### src/rtl/ssu_pkg.sv
package ssu_pkg;
	// Size field codes
	localparam logic [1:0] SZ_BYTE = 2'h0;
	localparam logic [1:0] SZ_WORD = 2'h1;
	// Direction field codes
	localparam logic [2:0] DIR_MOVE_FWD = 3'h2;
	localparam logic [2:0] DIR_MOVE_BWD = 3'h5;
	localparam logic [2:0] DIR_STORE_FWD = 3'h0;
	localparam logic [2:0] DIR_STORE_BWD = 3'h4;
	localparam logic [2:0] DIR_SEARCH = 3'h0;
	// Store extension word layout
	localparam logic [5:0] STORE_OPCODE = 6'h25;
	localparam int EXT_OPC_MSB = 23;
	localparam int EXT_OPC_LSB = 18;
	localparam int EXT_SZ_MSB = 17;
	localparam int EXT_SZ_LSB = 16;
	localparam int EXT_ZERO_BIT = 15;
	localparam int EXT_DIR_MSB = 14;
	localparam int EXT_DIR_LSB = 12;
	localparam int EXT_RC_LSB = 8;
	localparam int EXT_RS_LSB = 4;
	localparam int EXT_RD_LSB = 0;
	// Instruction kinds
	localparam logic [2:0] OP_MOVE = 3'h0;
	localparam logic [2:0] OP_SEARCH = 3'h1;
	localparam logic [2:0] OP_STORE = 3'h2;
	localparam logic [2:0] OP_STC = 3'h3;
	localparam logic [2:0] OP_STM = 3'h4;
	// Control register codes
	localparam logic [6:0] CR_BANK_MODE = 7'h01;
	localparam logic [6:0] CR_GLOBAL_BANK = 7'h02;
	localparam logic [6:0] CR_STATUS = 7'h03;
	localparam logic [6:0] CR_EXC_BASE = 7'h04;
	localparam logic [6:0] CR_REG_BASE = 7'h05;
	localparam logic [6:0] CR_USER_SP = 7'h06;
	localparam logic [6:0] CR_INT_BASE = 7'h07;
	localparam int CR_SIZE_MSB = 6;
	localparam int CR_SIZE_LSB = 5;
	localparam logic [1:0] CR_SIZE_LONG = 2'h3;
	localparam logic [15:0] COUNT_ZERO = 16'h0000;
	localparam logic [31:0] DATA_ZERO = 32'h0000_0000;
	localparam logic [31:0] STEP_BYTE = 32'h0000_0001;
	localparam logic [31:0] STEP_WORD = 32'h0000_0002;
	localparam logic [31:0] STEP_LONG = 32'h0000_0004;
endpackage

### src/rtl/ssu_string_unit.sv
// Design decisions made here: the register offsets and the plain strobed port.
`timescale 1ns/10ps
`default_nettype none
module ssu_string_unit (
	input wire logic ref_clk_in,
	input wire logic rstn_in,
	input wire logic start_in,
	input wire logic [2:0] op_kind_in,
	input wire logic [23:0] ext_in,
	input wire logic search_back_in,
	input wire logic [3:0] cond_in,
	input wire logic [31:0] count_in,
	input wire logic [31:0] src_in,
	input wire logic [31:0] dst_in,
	input wire logic [31:0] insn_pc_in,
	input wire logic irq_in,
	input wire logic user_mode_in,
	input wire logic [6:0] cr_code_in,
	input wire logic [31:0] cr_value_in,
	input wire logic cr_known_in,
	input wire logic multi_predec_in,
	input wire logic [1:0] multi_bank_in,
	input wire logic mem_ready_in,
	input wire logic [15:0] mem_rdata_in,
	output logic busy_out,
	output logic done_out,
	output logic intr_out,
	output logic illegal_out,
	output logic priv_out,
	output logic mem_read_out,
	output logic mem_write_out,
	output logic mem_word_out,
	output logic [31:0] mem_addr_out,
	output logic [31:0] mem_wdata_out,
	output logic [15:0] count_out,
	output logic [31:0] dst_out,
	output logic [15:0] result_out,
	output logic result_we_out,
	output logic zero_flag_out,
	output logic flags_we_out,
	output logic [31:0] stacked_pc_out,
	output logic flush_out,
	output logic irq_block_out,
	output logic cr_long_out,
	output logic multi_down_out,
	output logic [1:0] multi_bank_out
);
	typedef enum logic [2:0] {SSU_IDLE, SSU_ACCESS, SSU_DONE, SSU_INTR, SSU_FAULT} ssu_state_t;
	ssu_state_t state;
	ssu_state_t next_state;
	logic [2:0] kind;
	logic word;
	logic back;
	logic [15:0] count;
	logic [15:0] init_count;
	logic [31:0] dst;
	logic [15:0] src_op;
	logic [3:0] cond;
	logic zflag;
	logic [31:0] pc_hold;
	logic set_done;
	logic [15:0] result;
	logic res_we;
	logic flg_we;

	wire dec_word;
	wire dec_back;
	wire dec_illegal;
	ssu_decode u_decode (
		.op_kind_in(op_kind_in),
		.ext_in(ext_in),
		.size_word_out(dec_word),
		.dir_back_out(dec_back),
		.illegal_out(dec_illegal),
		.sel_count_out(),
		.sel_src_out(),
		.sel_dst_out()
	);

	wire c_n;
	wire c_z;
	wire c_v;
	wire c_c;
	ssu_cond u_cond (
		.size_word_in(word),
		.dst_data_in(mem_rdata_in),
		.src_data_in(src_op),
		.neg_out(c_n),
		.zero_out(c_z),
		.ovf_out(c_v),
		.carry_out(c_c)
	);

	// Full 16-entry condition table, evaluated here on the compare flags from ssu_cond
	function automatic logic cond_true(input logic [3:0] sel, input logic n, input logic z,
		input logic v, input logic c);
		case (sel)
			4'h0: cond_true = 1'b1;
			4'h1: cond_true = 1'b0;
			4'h2: cond_true = !c && !z;
			4'h3: cond_true = c || z;
			4'h4: cond_true = !c;
			4'h5: cond_true = c;
			4'h6: cond_true = !z;
			4'h7: cond_true = z;
			4'h8: cond_true = !v;
			4'h9: cond_true = v;
			4'hA: cond_true = !n;
			4'hB: cond_true = n;
			4'hC: cond_true = (n == v);
			4'hD: cond_true = (n != v);
			4'hE: cond_true = (n == v) && !z;
			default: cond_true = (n != v) || z;
		endcase
	endfunction

	function automatic logic [31:0] step_of(input logic w);
		step_of = w ? ssu_pkg::STEP_WORD : ssu_pkg::STEP_BYTE;
	endfunction

	wire is_string = (op_kind_in == ssu_pkg::OP_MOVE) || (op_kind_in == ssu_pkg::OP_SEARCH)
		|| (op_kind_in == ssu_pkg::OP_STORE);
	wire is_search = (kind == ssu_pkg::OP_SEARCH);
	wire [15:0] start_count = count_in[15:0];
	wire [31:0] step = step_of(word);
	// Backward forms move the pointer before touching memory
	wire [31:0] access_addr = back ? (dst - step) : dst;
	wire [31:0] next_ptr = back ? (dst - step) : (dst + step);
	wire [15:0] count_dec = count - 16'h0001;
	wire hit = is_search && cond_true(cond, c_n, c_z, c_v, c_c);
	wire step_ok = mem_ready_in && (state == SSU_ACCESS);
	wire last_step = (count_dec == ssu_pkg::COUNT_ZERO) || hit;
	wire cr_priv = (cr_code_in == ssu_pkg::CR_BANK_MODE) || (cr_code_in == ssu_pkg::CR_GLOBAL_BANK)
		|| (cr_code_in == ssu_pkg::CR_STATUS) || (cr_code_in == ssu_pkg::CR_EXC_BASE)
		|| (cr_code_in == ssu_pkg::CR_REG_BASE) || (cr_code_in == ssu_pkg::CR_USER_SP)
		|| (cr_code_in == ssu_pkg::CR_INT_BASE);
	wire start_stc = start_in && (state == SSU_IDLE) && (op_kind_in == ssu_pkg::OP_STC);
	wire start_stm = start_in && (state == SSU_IDLE) && (op_kind_in == ssu_pkg::OP_STM);
	wire start_str = start_in && (state == SSU_IDLE) && is_string;

	always_comb begin
		next_state = state;
		case (state)
			SSU_IDLE: begin
				if (start_str) begin
					if (dec_illegal) begin
						next_state = SSU_FAULT;
					end else if (start_count == ssu_pkg::COUNT_ZERO) begin
						next_state = SSU_DONE;
					end else begin
						next_state = SSU_ACCESS;
					end
				end
			end
			SSU_ACCESS: begin
				// Interrupt only in a cycle where no element completes; a stalled access is abandoned
				if (irq_in && !step_ok) begin
					next_state = SSU_INTR;
				end else if (step_ok && last_step) begin
					next_state = SSU_DONE;
				end
			end
			SSU_DONE: next_state = SSU_IDLE;
			SSU_INTR: next_state = SSU_IDLE;
			SSU_FAULT: next_state = SSU_IDLE;
			default: next_state = SSU_IDLE;
		endcase
	end

	always_ff @(posedge ref_clk_in or negedge rstn_in) begin
		if (!rstn_in) begin
			state <= SSU_IDLE;
		end else begin
			state <= next_state;
		end
	end

	always_ff @(posedge ref_clk_in or negedge rstn_in) begin
		if (!rstn_in) begin
			kind <= ssu_pkg::OP_MOVE;
			word <= 1'b0;
			back <= 1'b0;
			cond <= 4'h0;
			src_op <= 16'h0000;
			pc_hold <= ssu_pkg::DATA_ZERO;
			init_count <= ssu_pkg::COUNT_ZERO;
		end else if (start_str) begin
			kind <= op_kind_in;
			word <= dec_word;
			back <= (op_kind_in == ssu_pkg::OP_SEARCH) ? search_back_in : dec_back;
			cond <= cond_in;
			src_op <= dec_word ? src_in[15:0] : {8'h00, src_in[7:0]};
			pc_hold <= insn_pc_in;
			init_count <= start_count;
		end
	end

	always_ff @(posedge ref_clk_in or negedge rstn_in) begin
		if (!rstn_in) begin
			count <= ssu_pkg::COUNT_ZERO;
			dst <= ssu_pkg::DATA_ZERO;
		end else if (start_str) begin
			count <= start_count;
			dst <= dst_in;
		end else if (step_ok) begin
			count <= count_dec;
			dst <= next_ptr;
		end
	end

	always_ff @(posedge ref_clk_in or negedge rstn_in) begin
		if (!rstn_in) begin
			zflag <= 1'b0;
			result <= ssu_pkg::COUNT_ZERO;
			res_we <= 1'b0;
			flg_we <= 1'b0;
			set_done <= 1'b0;
		end else begin
			res_we <= 1'b0;
			flg_we <= 1'b0;
			set_done <= 1'b0;
			if (step_ok && last_step) begin
				set_done <= 1'b1;
				if (is_search) begin
					result <= count_dec;
					res_we <= 1'b1;
					zflag <= !hit;
					flg_we <= 1'b1;
				end
			end
		end
	end

	always_ff @(posedge ref_clk_in or negedge rstn_in) begin
		if (!rstn_in) begin
			flush_out <= 1'b0;
			irq_block_out <= 1'b0;
			cr_long_out <= 1'b0;
			mem_wdata_out <= ssu_pkg::DATA_ZERO;
			multi_down_out <= 1'b0;
			multi_bank_out <= 2'h0;
			priv_out <= 1'b0;
		end else begin
			flush_out <= start_stc && !(cr_priv && user_mode_in);
			irq_block_out <= start_stc;
			priv_out <= start_stc && cr_priv && user_mode_in;
			if (start_stc) begin
				cr_long_out <= (cr_code_in[ssu_pkg::CR_SIZE_MSB:ssu_pkg::CR_SIZE_LSB]
					== ssu_pkg::CR_SIZE_LONG);
				mem_wdata_out <= cr_known_in ? cr_value_in : ssu_pkg::DATA_ZERO;
			end else if (start_str) begin
				mem_wdata_out <= {16'h0000, dec_word ? src_in[15:0] : {8'h00, src_in[7:0]}};
			end
			if (start_stm) begin
				multi_down_out <= multi_predec_in;
				multi_bank_out <= multi_bank_in;
			end
		end
	end

	assign busy_out = (state == SSU_ACCESS);
	assign done_out = (state == SSU_DONE);
	assign intr_out = (state == SSU_INTR);
	assign illegal_out = (state == SSU_FAULT);
	// Search reads, store writes, move reads destination side too (data path outside)
	assign mem_read_out = busy_out && (kind != ssu_pkg::OP_STORE);
	assign mem_write_out = busy_out && (kind == ssu_pkg::OP_STORE);
	assign mem_word_out = word;
	assign mem_addr_out = access_addr;
	assign count_out = count;
	assign dst_out = dst;
	assign result_out = result;
	assign result_we_out = res_we;
	assign zero_flag_out = zflag;
	assign flags_we_out = flg_we;
	assign stacked_pc_out = pc_hold;

	a_zero_count_idle: assert property (@(posedge ref_clk_in) disable iff (!rstn_in)
		start_str && !dec_illegal && start_count == 16'h0000 |=> done_out && !busy_out && !flags_we_out && !result_we_out)
		else $error("zero count not idle");
	a_bad_size_fault: assert property (@(posedge ref_clk_in) disable iff (!rstn_in)
		start_str && dec_illegal |=> illegal_out && !busy_out)
		else $error("no illegal trap");
	a_count_decrements: assert property (@(posedge ref_clk_in) disable iff (!rstn_in)
		step_ok |=> count_out == $past(count) - 16'h0001)
		else $error("count step wrong");
	a_fwd_ptr_step: assert property (@(posedge ref_clk_in) disable iff (!rstn_in)
		step_ok && !back |=> dst_out == $past(dst) + $past(step))
		else $error("fwd ptr");
	a_bwd_addr_first: assert property (@(posedge ref_clk_in) disable iff (!rstn_in)
		busy_out && back |-> mem_addr_out == dst - step)
		else $error("bwd addr");
	a_result_write: assert property (@(posedge ref_clk_in) disable iff (!rstn_in)
		step_ok && last_step && is_search
		|=> result_we_out && result_out == $past(count_dec) ##1 !result_we_out)
		else $error("result");
	a_zero_flag_miss: assert property (@(posedge ref_clk_in) disable iff (!rstn_in)
		step_ok && is_search && !hit && count_dec == 16'h0000 |=> zero_flag_out)
		else $error("zero flag");
	a_zero_flag_hit: assert property (@(posedge ref_clk_in) disable iff (!rstn_in)
		step_ok && hit |=> !zero_flag_out && flags_we_out)
		else $error("zero flag on hit");
	a_irq_stops: assert property (@(posedge ref_clk_in) disable iff (!rstn_in)
		busy_out && irq_in && !mem_ready_in
		|=> intr_out && stacked_pc_out == $past(pc_hold) ##1 !busy_out)
		else $error("irq");
	a_intr_resume: assert property (@(posedge ref_clk_in) disable iff (!rstn_in)
		intr_out |-> count_out != 16'h0000 && count_out <= init_count)
		else $error("interrupt count");
	a_done_after_last: assert property (@(posedge ref_clk_in) disable iff (!rstn_in)
		set_done |-> done_out && (is_search || count_out == 16'h0000))
		else $error("done after last element");
	a_stc_no_irq: assert property (@(posedge ref_clk_in) disable iff (!rstn_in)
		start_stc |=> irq_block_out)
		else $error("stc irq block");
	a_store_writes: assert property (@(posedge ref_clk_in) disable iff (!rstn_in)
		busy_out && kind == ssu_pkg::OP_STORE |-> mem_write_out && !mem_read_out && mem_wdata_out[15:0] == src_op)
		else $error("store no write");

	c_search_hit: cover property (@(posedge ref_clk_in) disable iff (!rstn_in)
		step_ok && hit && count_dec != 16'h0000);
	c_store_done: cover property (@(posedge ref_clk_in) disable iff (!rstn_in)
		done_out && kind == ssu_pkg::OP_STORE);
	c_interrupted: cover property (@(posedge ref_clk_in) disable iff (!rstn_in) intr_out);
	c_priv_stc: cover property (@(posedge ref_clk_in) disable iff (!rstn_in) priv_out);
endmodule
`default_nettype wire

### src/rtl/ssu_decode.sv
`timescale 1ns/10ps
`default_nettype none
// Field decode of one extension word
module ssu_decode (
	input wire logic [2:0] op_kind_in,
	input wire logic [23:0] ext_in,
	output logic size_word_out,
	output logic dir_back_out,
	output logic illegal_out,
	output logic [3:0] sel_count_out,
	output logic [3:0] sel_src_out,
	output logic [3:0] sel_dst_out
);
	wire [1:0] sz_field = ext_in[ssu_pkg::EXT_SZ_MSB:ssu_pkg::EXT_SZ_LSB];
	wire [2:0] dir_field = ext_in[ssu_pkg::EXT_DIR_MSB:ssu_pkg::EXT_DIR_LSB];
	wire sz_ok = (sz_field == ssu_pkg::SZ_BYTE) || (sz_field == ssu_pkg::SZ_WORD);
	wire store_ok = (ext_in[ssu_pkg::EXT_OPC_MSB:ssu_pkg::EXT_OPC_LSB] == ssu_pkg::STORE_OPCODE)
		&& !ext_in[ssu_pkg::EXT_ZERO_BIT]
		&& ((dir_field == ssu_pkg::DIR_STORE_FWD) || (dir_field == ssu_pkg::DIR_STORE_BWD));
	wire move_ok = (dir_field == ssu_pkg::DIR_MOVE_FWD) || (dir_field == ssu_pkg::DIR_MOVE_BWD);
	wire search_ok = (dir_field == ssu_pkg::DIR_SEARCH);
	// Search direction is not in the direction field, so it rides on bit 2 only for move/store
	assign size_word_out = (sz_field == ssu_pkg::SZ_WORD);
	assign dir_back_out = (op_kind_in == ssu_pkg::OP_MOVE) ? (dir_field == ssu_pkg::DIR_MOVE_BWD)
		: (dir_field == ssu_pkg::DIR_STORE_BWD);
	assign illegal_out = !sz_ok
		|| ((op_kind_in == ssu_pkg::OP_STORE) && !store_ok)
		|| ((op_kind_in == ssu_pkg::OP_MOVE) && !move_ok)
		|| ((op_kind_in == ssu_pkg::OP_SEARCH) && !search_ok);
	assign sel_count_out = ext_in[ssu_pkg::EXT_RC_LSB +: 4];
	assign sel_src_out = ext_in[ssu_pkg::EXT_RS_LSB +: 4];
	assign sel_dst_out = ext_in[ssu_pkg::EXT_RD_LSB +: 4];
endmodule
`default_nettype wire

### src/rtl/ssu_cond.sv
`timescale 1ns/10ps
`default_nettype none
// Compare step: destination minus source, flags from the difference
module ssu_cond (
	input wire logic size_word_in,
	input wire logic [15:0] dst_data_in,
	input wire logic [15:0] src_data_in,
	output logic neg_out,
	output logic zero_out,
	output logic ovf_out,
	output logic carry_out
);
	logic [16:0] diff;
	logic sa;
	logic sb;
	logic sr;
	always_comb begin
		diff = {1'b0, dst_data_in} - {1'b0, src_data_in};
		if (!size_word_in) begin
			diff = {8'h00, {1'b0, dst_data_in[7:0]} - {1'b0, src_data_in[7:0]}};
		end
	end
	assign sa = size_word_in ? dst_data_in[15] : dst_data_in[7];
	assign sb = size_word_in ? src_data_in[15] : src_data_in[7];
	assign sr = size_word_in ? diff[15] : diff[7];
	assign neg_out = sr;
	assign zero_out = size_word_in ? (diff[15:0] == 16'h0000) : (diff[7:0] == 8'h00);
	assign ovf_out = (sa != sb) && (sr != sa);
	assign carry_out = size_word_in ? diff[16] : diff[8];
endmodule
`default_nettype wire

### config.mk
export PLATFORM = sky130hd
export DESIGN_NAME = ssu_string_unit
export DESIGN_NICKNAME = d
export VERILOG_FILES = /design/src/rtl/ssu_pkg.sv /design/src/rtl/ssu_string_unit.sv /design/src/rtl/ssu_decode.sv /design/src/rtl/ssu_cond.sv
export SDC_FILE = /design/constraint.sdc
export NUM_CORES = 1
export LEC_CHECK = 0
export ABC_CLOCK_PERIOD_IN_PS = 8590
export BUFFER_PORTS_ARGS = -buffer_cell sky130_fd_sc_hd__buf_2
export CAP_MARGIN = 30
export CORE_AREA = 2 2 158 160
export CTS_CLUSTER_DIAMETER = 40
export CTS_CLUSTER_SIZE = 30
export DETAILED_ROUTE_END_ITERATION = 7
export DIE_AREA = 0 0 160 162
export PLACE_DENSITY = 0.77
export REMOVE_ABC_BUFFERS = 1
export SLEW_MARGIN = 40
export SYNTH_ARGS = -nofsm -noshare
export SYNTH_HDL_FRONTEND = slang
export SYNTH_SLANG_ARGS = --single-unit
### constraint.sdc
create_clock -name ref_clk_in -period 8.59 [get_ports ref_clk_in]
set_clock_uncertainty 0.1 [all_clocks]
set_input_delay 1.2885 -clock ref_clk_in [delete_from_list [all_inputs] [get_ports ref_clk_in]]
set_output_delay 1.2885 -clock ref_clk_in [all_outputs]
set_load 0.01 [all_outputs]
**Yosys cells after proc, flatten, opt, wreduce, memory -nomap -nowiden**

Index checks and enable logic that the tools add are counted.

- Register bits after elaboration: 165
- Bits of input ports: 225
- Output and inout port bits: 177

- Add/sub/neg operators: 5
- Equal/unequal tests: 44
- Muxes and demuxes: 28
- Reductions and logical operators: 64

Operators with widths:

| operator | number |
|---|---|
| $mux W32 | 7 |
| $logic_not A16 Y1 | 3 |
| $mux W16 | 3 |
| $add A32 B2 Y32 | 1 |
| $sub A32 B2 Y32 | 1 |
| $eq A4 B4 Y1 const B | 7 |
| $eq A7 B3 Y1 const B | 4 |
| $logic_and A1 B1 Y1 | 22 |
| $eq A3 B2 Y1 const B | 6 |
| $logic_or A1 B1 Y1 | 17 |
| $mux W17 | 1 |
| $sub A16 B16 Y17 | 1 |
| $eq A4 B3 Y1 const B | 4 |
| $sub A16 B1 Y16 const B | 1 |
| $pmux W1 S15 | 1 |
| $eq A7 B2 Y1 const B | 2 |
| $eq A3 B3 Y1 const B | 4 |
| $logic_not A1 Y1 | 12 |
| $mux W3 | 4 |
| $eq A3 B1 Y1 const B | 3 |
| $logic_not A3 Y1 | 3 |
| $mux W1 | 9 |
| $sub A8 B8 Y9 | 1 |
| $eq A4 B2 Y1 const B | 2 |
| other kinds (17) | 22 |

**Logic depth before layout (Yosys ltp)**

- Word-level depth: 14
- Mapped depth: 14

**Cells and area by module**

From an unflattened synthesis, not the netlist that was laid out.

- Cells, all modules: 1,157
- Area, all modules: 9,934.5 um2

Modules (own cells, without submodules):

| module | times used | cells each | area each (um2) | sequential area each (um2) |
|---|---|---|---|---|
| ssu_string_unit | 1 | 982 | 8,762.2 | 4,129.0 |
| ssu_cond | 1 | 147 | 972.2 | 0.0 |
| ssu_decode | 1 | 28 | 200.2 | 0.0 |

**Least setup slack after synthesis**

OpenSTA, ideal clock, no wires.

- Path type: input to register
- Start: input port mem_rdata_in[0]
- End: register result[10], in the netlist result_out[10]
- Setup time: 0.125 ns
- Data arrival time: 4.314 ns
- Data required time: 8.365 ns
- Slack: 4.051 ns
- Stages: 14
- Cells stage by stage: inv_1 ha_1 fa_1 nor2b_1 o31ai_1 nor4b_1 o311ai_0 nor4_1 and4_1 or4_1 o21a_1 nand2_2 buf_4 mux2_2

- Longest elaborated chain between the ends: 12
- Elaborated cells on any way between the ends: 25
- Classes of those cells: 2 x add/sub; 3 x eq/ne; 5 x mux; 15 x reduce/logical

RTL lines:

| item | RTL line | RTL |
|---|---|---|
| start: declaration | ssu_string_unit.sv:24 | `input wire logic [15:0] mem_rdata_in,` |
| $sub A16 B16 Y17 or $sub A8 B8 Y9 (tied branches) | ssu_cond.sv:18, ssu_cond.sv:20 |  |
| $mux W17 (*) | ssu_cond.sv:19 | `if (!size_word_in) begin` |
| $mux W1 | ssu_cond.sv:25 | `assign sr = size_word_in ? diff[15] : diff[7];` |
| $ne A1 B1 Y1 | ssu_cond.sv:28 | `assign ovf_out = (sa != sb) && (sr != sa);` |
| $logic_and A1 B1 Y1 | ssu_cond.sv:28 |  |
| $ne A1 B1 Y1 or $eq A1 B1 Y1 (tied branches) | n/a |  |
| $logic_or A1 B1 Y1 or $logic_and A1 B1 Y1 (tied branches) | ssu_string_unit.sv:113, ssu_string_unit.sv:112 |  |
| $pmux W1 S15 (*) | ssu_string_unit.sv:97 | `case (sel)` |
| $logic_and A1 B1 Y1 (*) | ssu_string_unit.sv:130 | `wire hit = is_search && cond_true(cond, c_n, c_z, c_v, c_c);` |
| $logic_or A1 B1 Y1 (*) | ssu_string_unit.sv:132 | `wire last_step = (count_dec == ssu_pkg::COUNT_ZERO) \|\| hit;` |
| $logic_and A1 B1 Y1 (*) | ssu_string_unit.sv:222 | `if (step_ok && last_step) begin` |
| $reduce_and A2 Y1 (no line) (*) | n/a |  |
| end signal: assignment | ssu_string_unit.sv:214 | `result <= ssu_pkg::COUNT_ZERO;` |
| end signal: assignment | ssu_string_unit.sv:225 | `result <= count_dec;` |
| end: declaration | ssu_string_unit.sv:62 | `logic [15:0] result;` |

Mark *: on every way between the ends. The rest lies on a longest branch, timed or not.
A chain may end at the register's enable or synchronous reset.

**Worst setup path after layout**

- Start: register word, in the netlist mem_word_out
- End: output port mem_addr_out[31]

- Longest elaborated chain between the ends: 3

RTL lines:

| item | RTL line | RTL |
|---|---|---|
| start: declaration | ssu_string_unit.sv:52 | `logic word;` |
| start signal: assignment | ssu_string_unit.sv:189 | `word <= dec_word;` |
| $mux W2 | ssu_string_unit.sv:118 | `step_of = w ? ssu_pkg::STEP_WORD : ssu_pkg::STEP_BYTE;` |
| $sub A32 B2 Y32 | ssu_string_unit.sv:127 | `wire [31:0] access_addr = back ? (dst - step) : dst;` |
| $mux W32 | ssu_string_unit.sv:127 |  |
| end: declaration | ssu_string_unit.sv:33 | `output logic [31:0] mem_addr_out,` |

Every way passes these cells.

==> metrics <==
status=finished, final reports clean; post-synth top area cell=dfrtp_1; post-route DRC violation count=0; Top Ports=between 400 and 500; first-pass GRT wire length=slightly below 50 mm; Fill cells=between 2000 and 2500; layout cells sized above 1=between 30% and 40%; Worst Setup SP=mem_word_out$_DFFE_PN0P_; post-synthesis cell type count=85; Port Buffers=between 300 and 400; number of iterations in the first detailed-routing pass=7; row cnt=57; Critical Path Start Type=flip-flop; switching power=1.87 mW; maxcap violations=0; Root Driver=clkbuf_16; number of synthesized flops with an enable pin=0; Multi-input gate area=between 0.005 and 0.006 mm2; CP arrival=~4000 ps; drt initial violations=730; RSZ-0062 raised after global routing=no; Starting Density=41.4%; sequential share of power=34.3%; Routed Antenna Nets=0; Design Power=about 4.2 mW; GPL Wtd Cong=0.881; DP HPWL=approximately 22 mm; hold_ws=about 370 ps; final hold vios=0; Pwr per Cell Area=336 mW/mm2; post-synthesis sequential element count=approximately 170; die span in y=between 150 and 200 um; Post-Syn Area=roughly 0.010 mm2; crit path to=mem_addr_out[31]; fraction of registers with async set/reset=between 90% and 100%; crit path capture type=primary output; largest net degree at the start of global routing=96; area fraction of the dominant cell type after synthesis=between 40% and 50%; final period utilization=around 64%; Resize count post-CTS=0; core area=0.0241 mm2; Worst-path clk slew=approximately 70 ps; Power Internal=2.35 mW; FF+latch area=between 0.004 and 0.005 mm2; grt ovf=0; synth cell count leaders=nand2_1 (187), dfrtp_1 (165), nor2_1 (79); Top FF cell, synth=dfrtp_1; sw frac=around 44%; Worst Tran Pin Value=between 700 and 800 ps; flop-to-flop setup slack=4490 ps; hold buffers post-CTS=0; worst vdd ir=roughly 0.00015 V; post-layout utilization of the core=a little over half; critical path data required time=a little over 7000 ps; Syn Area/Cell=8.85 um2; relative slew slack=between 40% and 50%; Slew Limit Fails=0; count leader, synth=nand2_1; total vias in the final route=just under 10000; vias in the first global route=9570; CTS tree=built; Clock Power Share=18.2%; nets=1694; worst skew pair latency=~430 ps; CP max-delay cell=dfrtp_1; Clock Tree Buf Depth=2; f_max=approximately 0.18 GHz; RR Startpoint=src_op[2]$_DFFE_PN0P_; synthesized instance count=~1100; RR Endpoint=result_out[3]$_DFFE_PN0P_; antenna violations before repair=4; Seq/Total Area, Yosys=between 40% and 50%; Min Clock Period, post-route=between 5000 and 6000 ps; Hold Path Class=reg -> reg; Final Setup Violations=0; WL final=~30 mm; Die ar.=between 0.02 and 0.03 mm2; crit path max fanout=13; Critical Path, Cell by Cell=clkinv_1, ha_1, a21oi_1, nand3_1, or4_4, nor4_4, nand2_2, or3_4, xnor2_1, buf_2; Fin Setup TNS=0 ps; top cells by area, synth=dfrtp_1 (41%), nand2_1 (7.0%), xnor2_1 (4.0%), o21ai_0 (3.2%), a21oi_1 (3.0%); Reg2Reg Depth=12; Synthesis Warnings=0; area grow syn2layout=25.9%; Total GRT Usage=a little under a quarter; TritonCTS buffer count=17; max incr delay on CP=670 ps; post-CTS setup buffers=0; fin area=0.0125 mm2; clk sinks=around 170; Die Wd=approximately 160 um; critical path type=reg -> out; Gate power share=47.4%; Leakage Power=roughly 6.2 nW; H-tree levels=4; DR WL/cell=about 17 um; post-place instance area=between 0.01 and 0.015 mm2; Via density=approximately 5.4
logic make-up after synthesis:
family                   Yosys count  synth area share [%]
adder cells (fa/ha/maj)           26                  3.49
multiplexers                      20                  2.20
XOR/XNOR                          72                  6.33
flip-flops                       165                  41.4
AND/OR/NAND/NOR                  447                  22.1
buffers and inverters            129                  5.69
AO/OA/AOI/OAI                    267                  18.8
worst min-delay path by stage:
stage / slack [ps] / cells past startpoint / start / endpoint
floorplan: 380 / 2 / src_op[0]$_DFFE_PN0P_ / src_op[0]$_DFFE_PN0P_
global placement: 350 / 2 / stacked_pc_out[14]$_DFFE_PN0P_ / stacked_pc_out[14]$_DFFE_PN0P_
detailed placement: 360 / 2 / stacked_pc_out[24]$_DFFE_PN0P_ / stacked_pc_out[24]$_DFFE_PN0P_
CTS: 370 / 2 / stacked_pc_out[24]$_DFFE_PN0P_ / stacked_pc_out[24]$_DFFE_PN0P_
global route: 390 / 2 / stacked_pc_out[10]$_DFFE_PN0P_ / stacked_pc_out[10]$_DFFE_PN0P_
finish: 370 / 2 / stacked_pc_out[12]$_DFFE_PN0P_ / stacked_pc_out[12]$_DFFE_PN0P_
layout make-up:
type | instances | area share (%)
clock buffer | 17 | 3.39
inverter | 61 | 1.82
multi-input combinational | 832 | 42.3
antenna | 3 | 0.0598
timing repair buffer | 366 | 15.1
sequential | 165 | 32.9
tap | 324 | 3.23
clock inverter | 14 | 1.17
state kept, by name, summed over array words and instances (netlist names), 2 cells and up:
name,cells
src_op,16
kind,3
count_out,16
mem_wdata_out,32
dst_out,32
cond,4
multi_bank_out,2
stacked_pc_out,32
state,3
result_out,16
critical path: cells and delay by family, from the launching register on:
family                     cells  cell delay, ps
DFF                            1             670
AOI/OAI and AO/OA              1             180
buffers and inverters          2             680
and+or+nand+nor                5            1530
adders and majority gates      1             470
xor gates and xnor gates       1             140
power groups by stage:
stage / Clock, mW / Sequential [mW] / Combinational [mW]
2_1_floorplan: 0 / 1.53 / 1.13
3_3_place_gp: 0 / 1.44 / 1.95
3_5_place_dp: 0 / 1.45 / 1.99
4_1_cts: 0.783 / 1.44 / 2.00
5_1_grt: 0.818 / 1.50 / 2.21
6_report: 0.767 / 1.45 / 2.00
stage by stage:
step | std cells | setup WS [ps]
after floorplan | 1058 | 1200
after CTS | 1778 | 3060
after global routing | 1782 | 2770
after detailed placement | 1747 | 3530
final | 1782 | 3110
after global placement | 1747 | 3550
cells in the final DEF, fill, tap and decap left out, types with 13 or more instances in the layout:
cell / count
a21oi_1: 59
dfrtp_1: 165
clkbuf_16: 17
nor2_1: 77
nand2_1: 187
a31oi_1: 13
a222oi_1: 19
xor2_1: 27
nand3_1: 27
nor4_1: 18
mux2_2: 15
inv_1: 60
buf_2: 356
ha_1: 23
nor3_1: 31
xnor2_1: 45
o21ai_0: 64
a22o_1: 17
metal layers:
layer,GRT usage [%],part of all wire [%]
met5,0,0.043
met4,9.46,2.8
met3,4.01,5.6
met2,40.1,49
met1,29.1,42
Power figures use the tool's default switching activity.
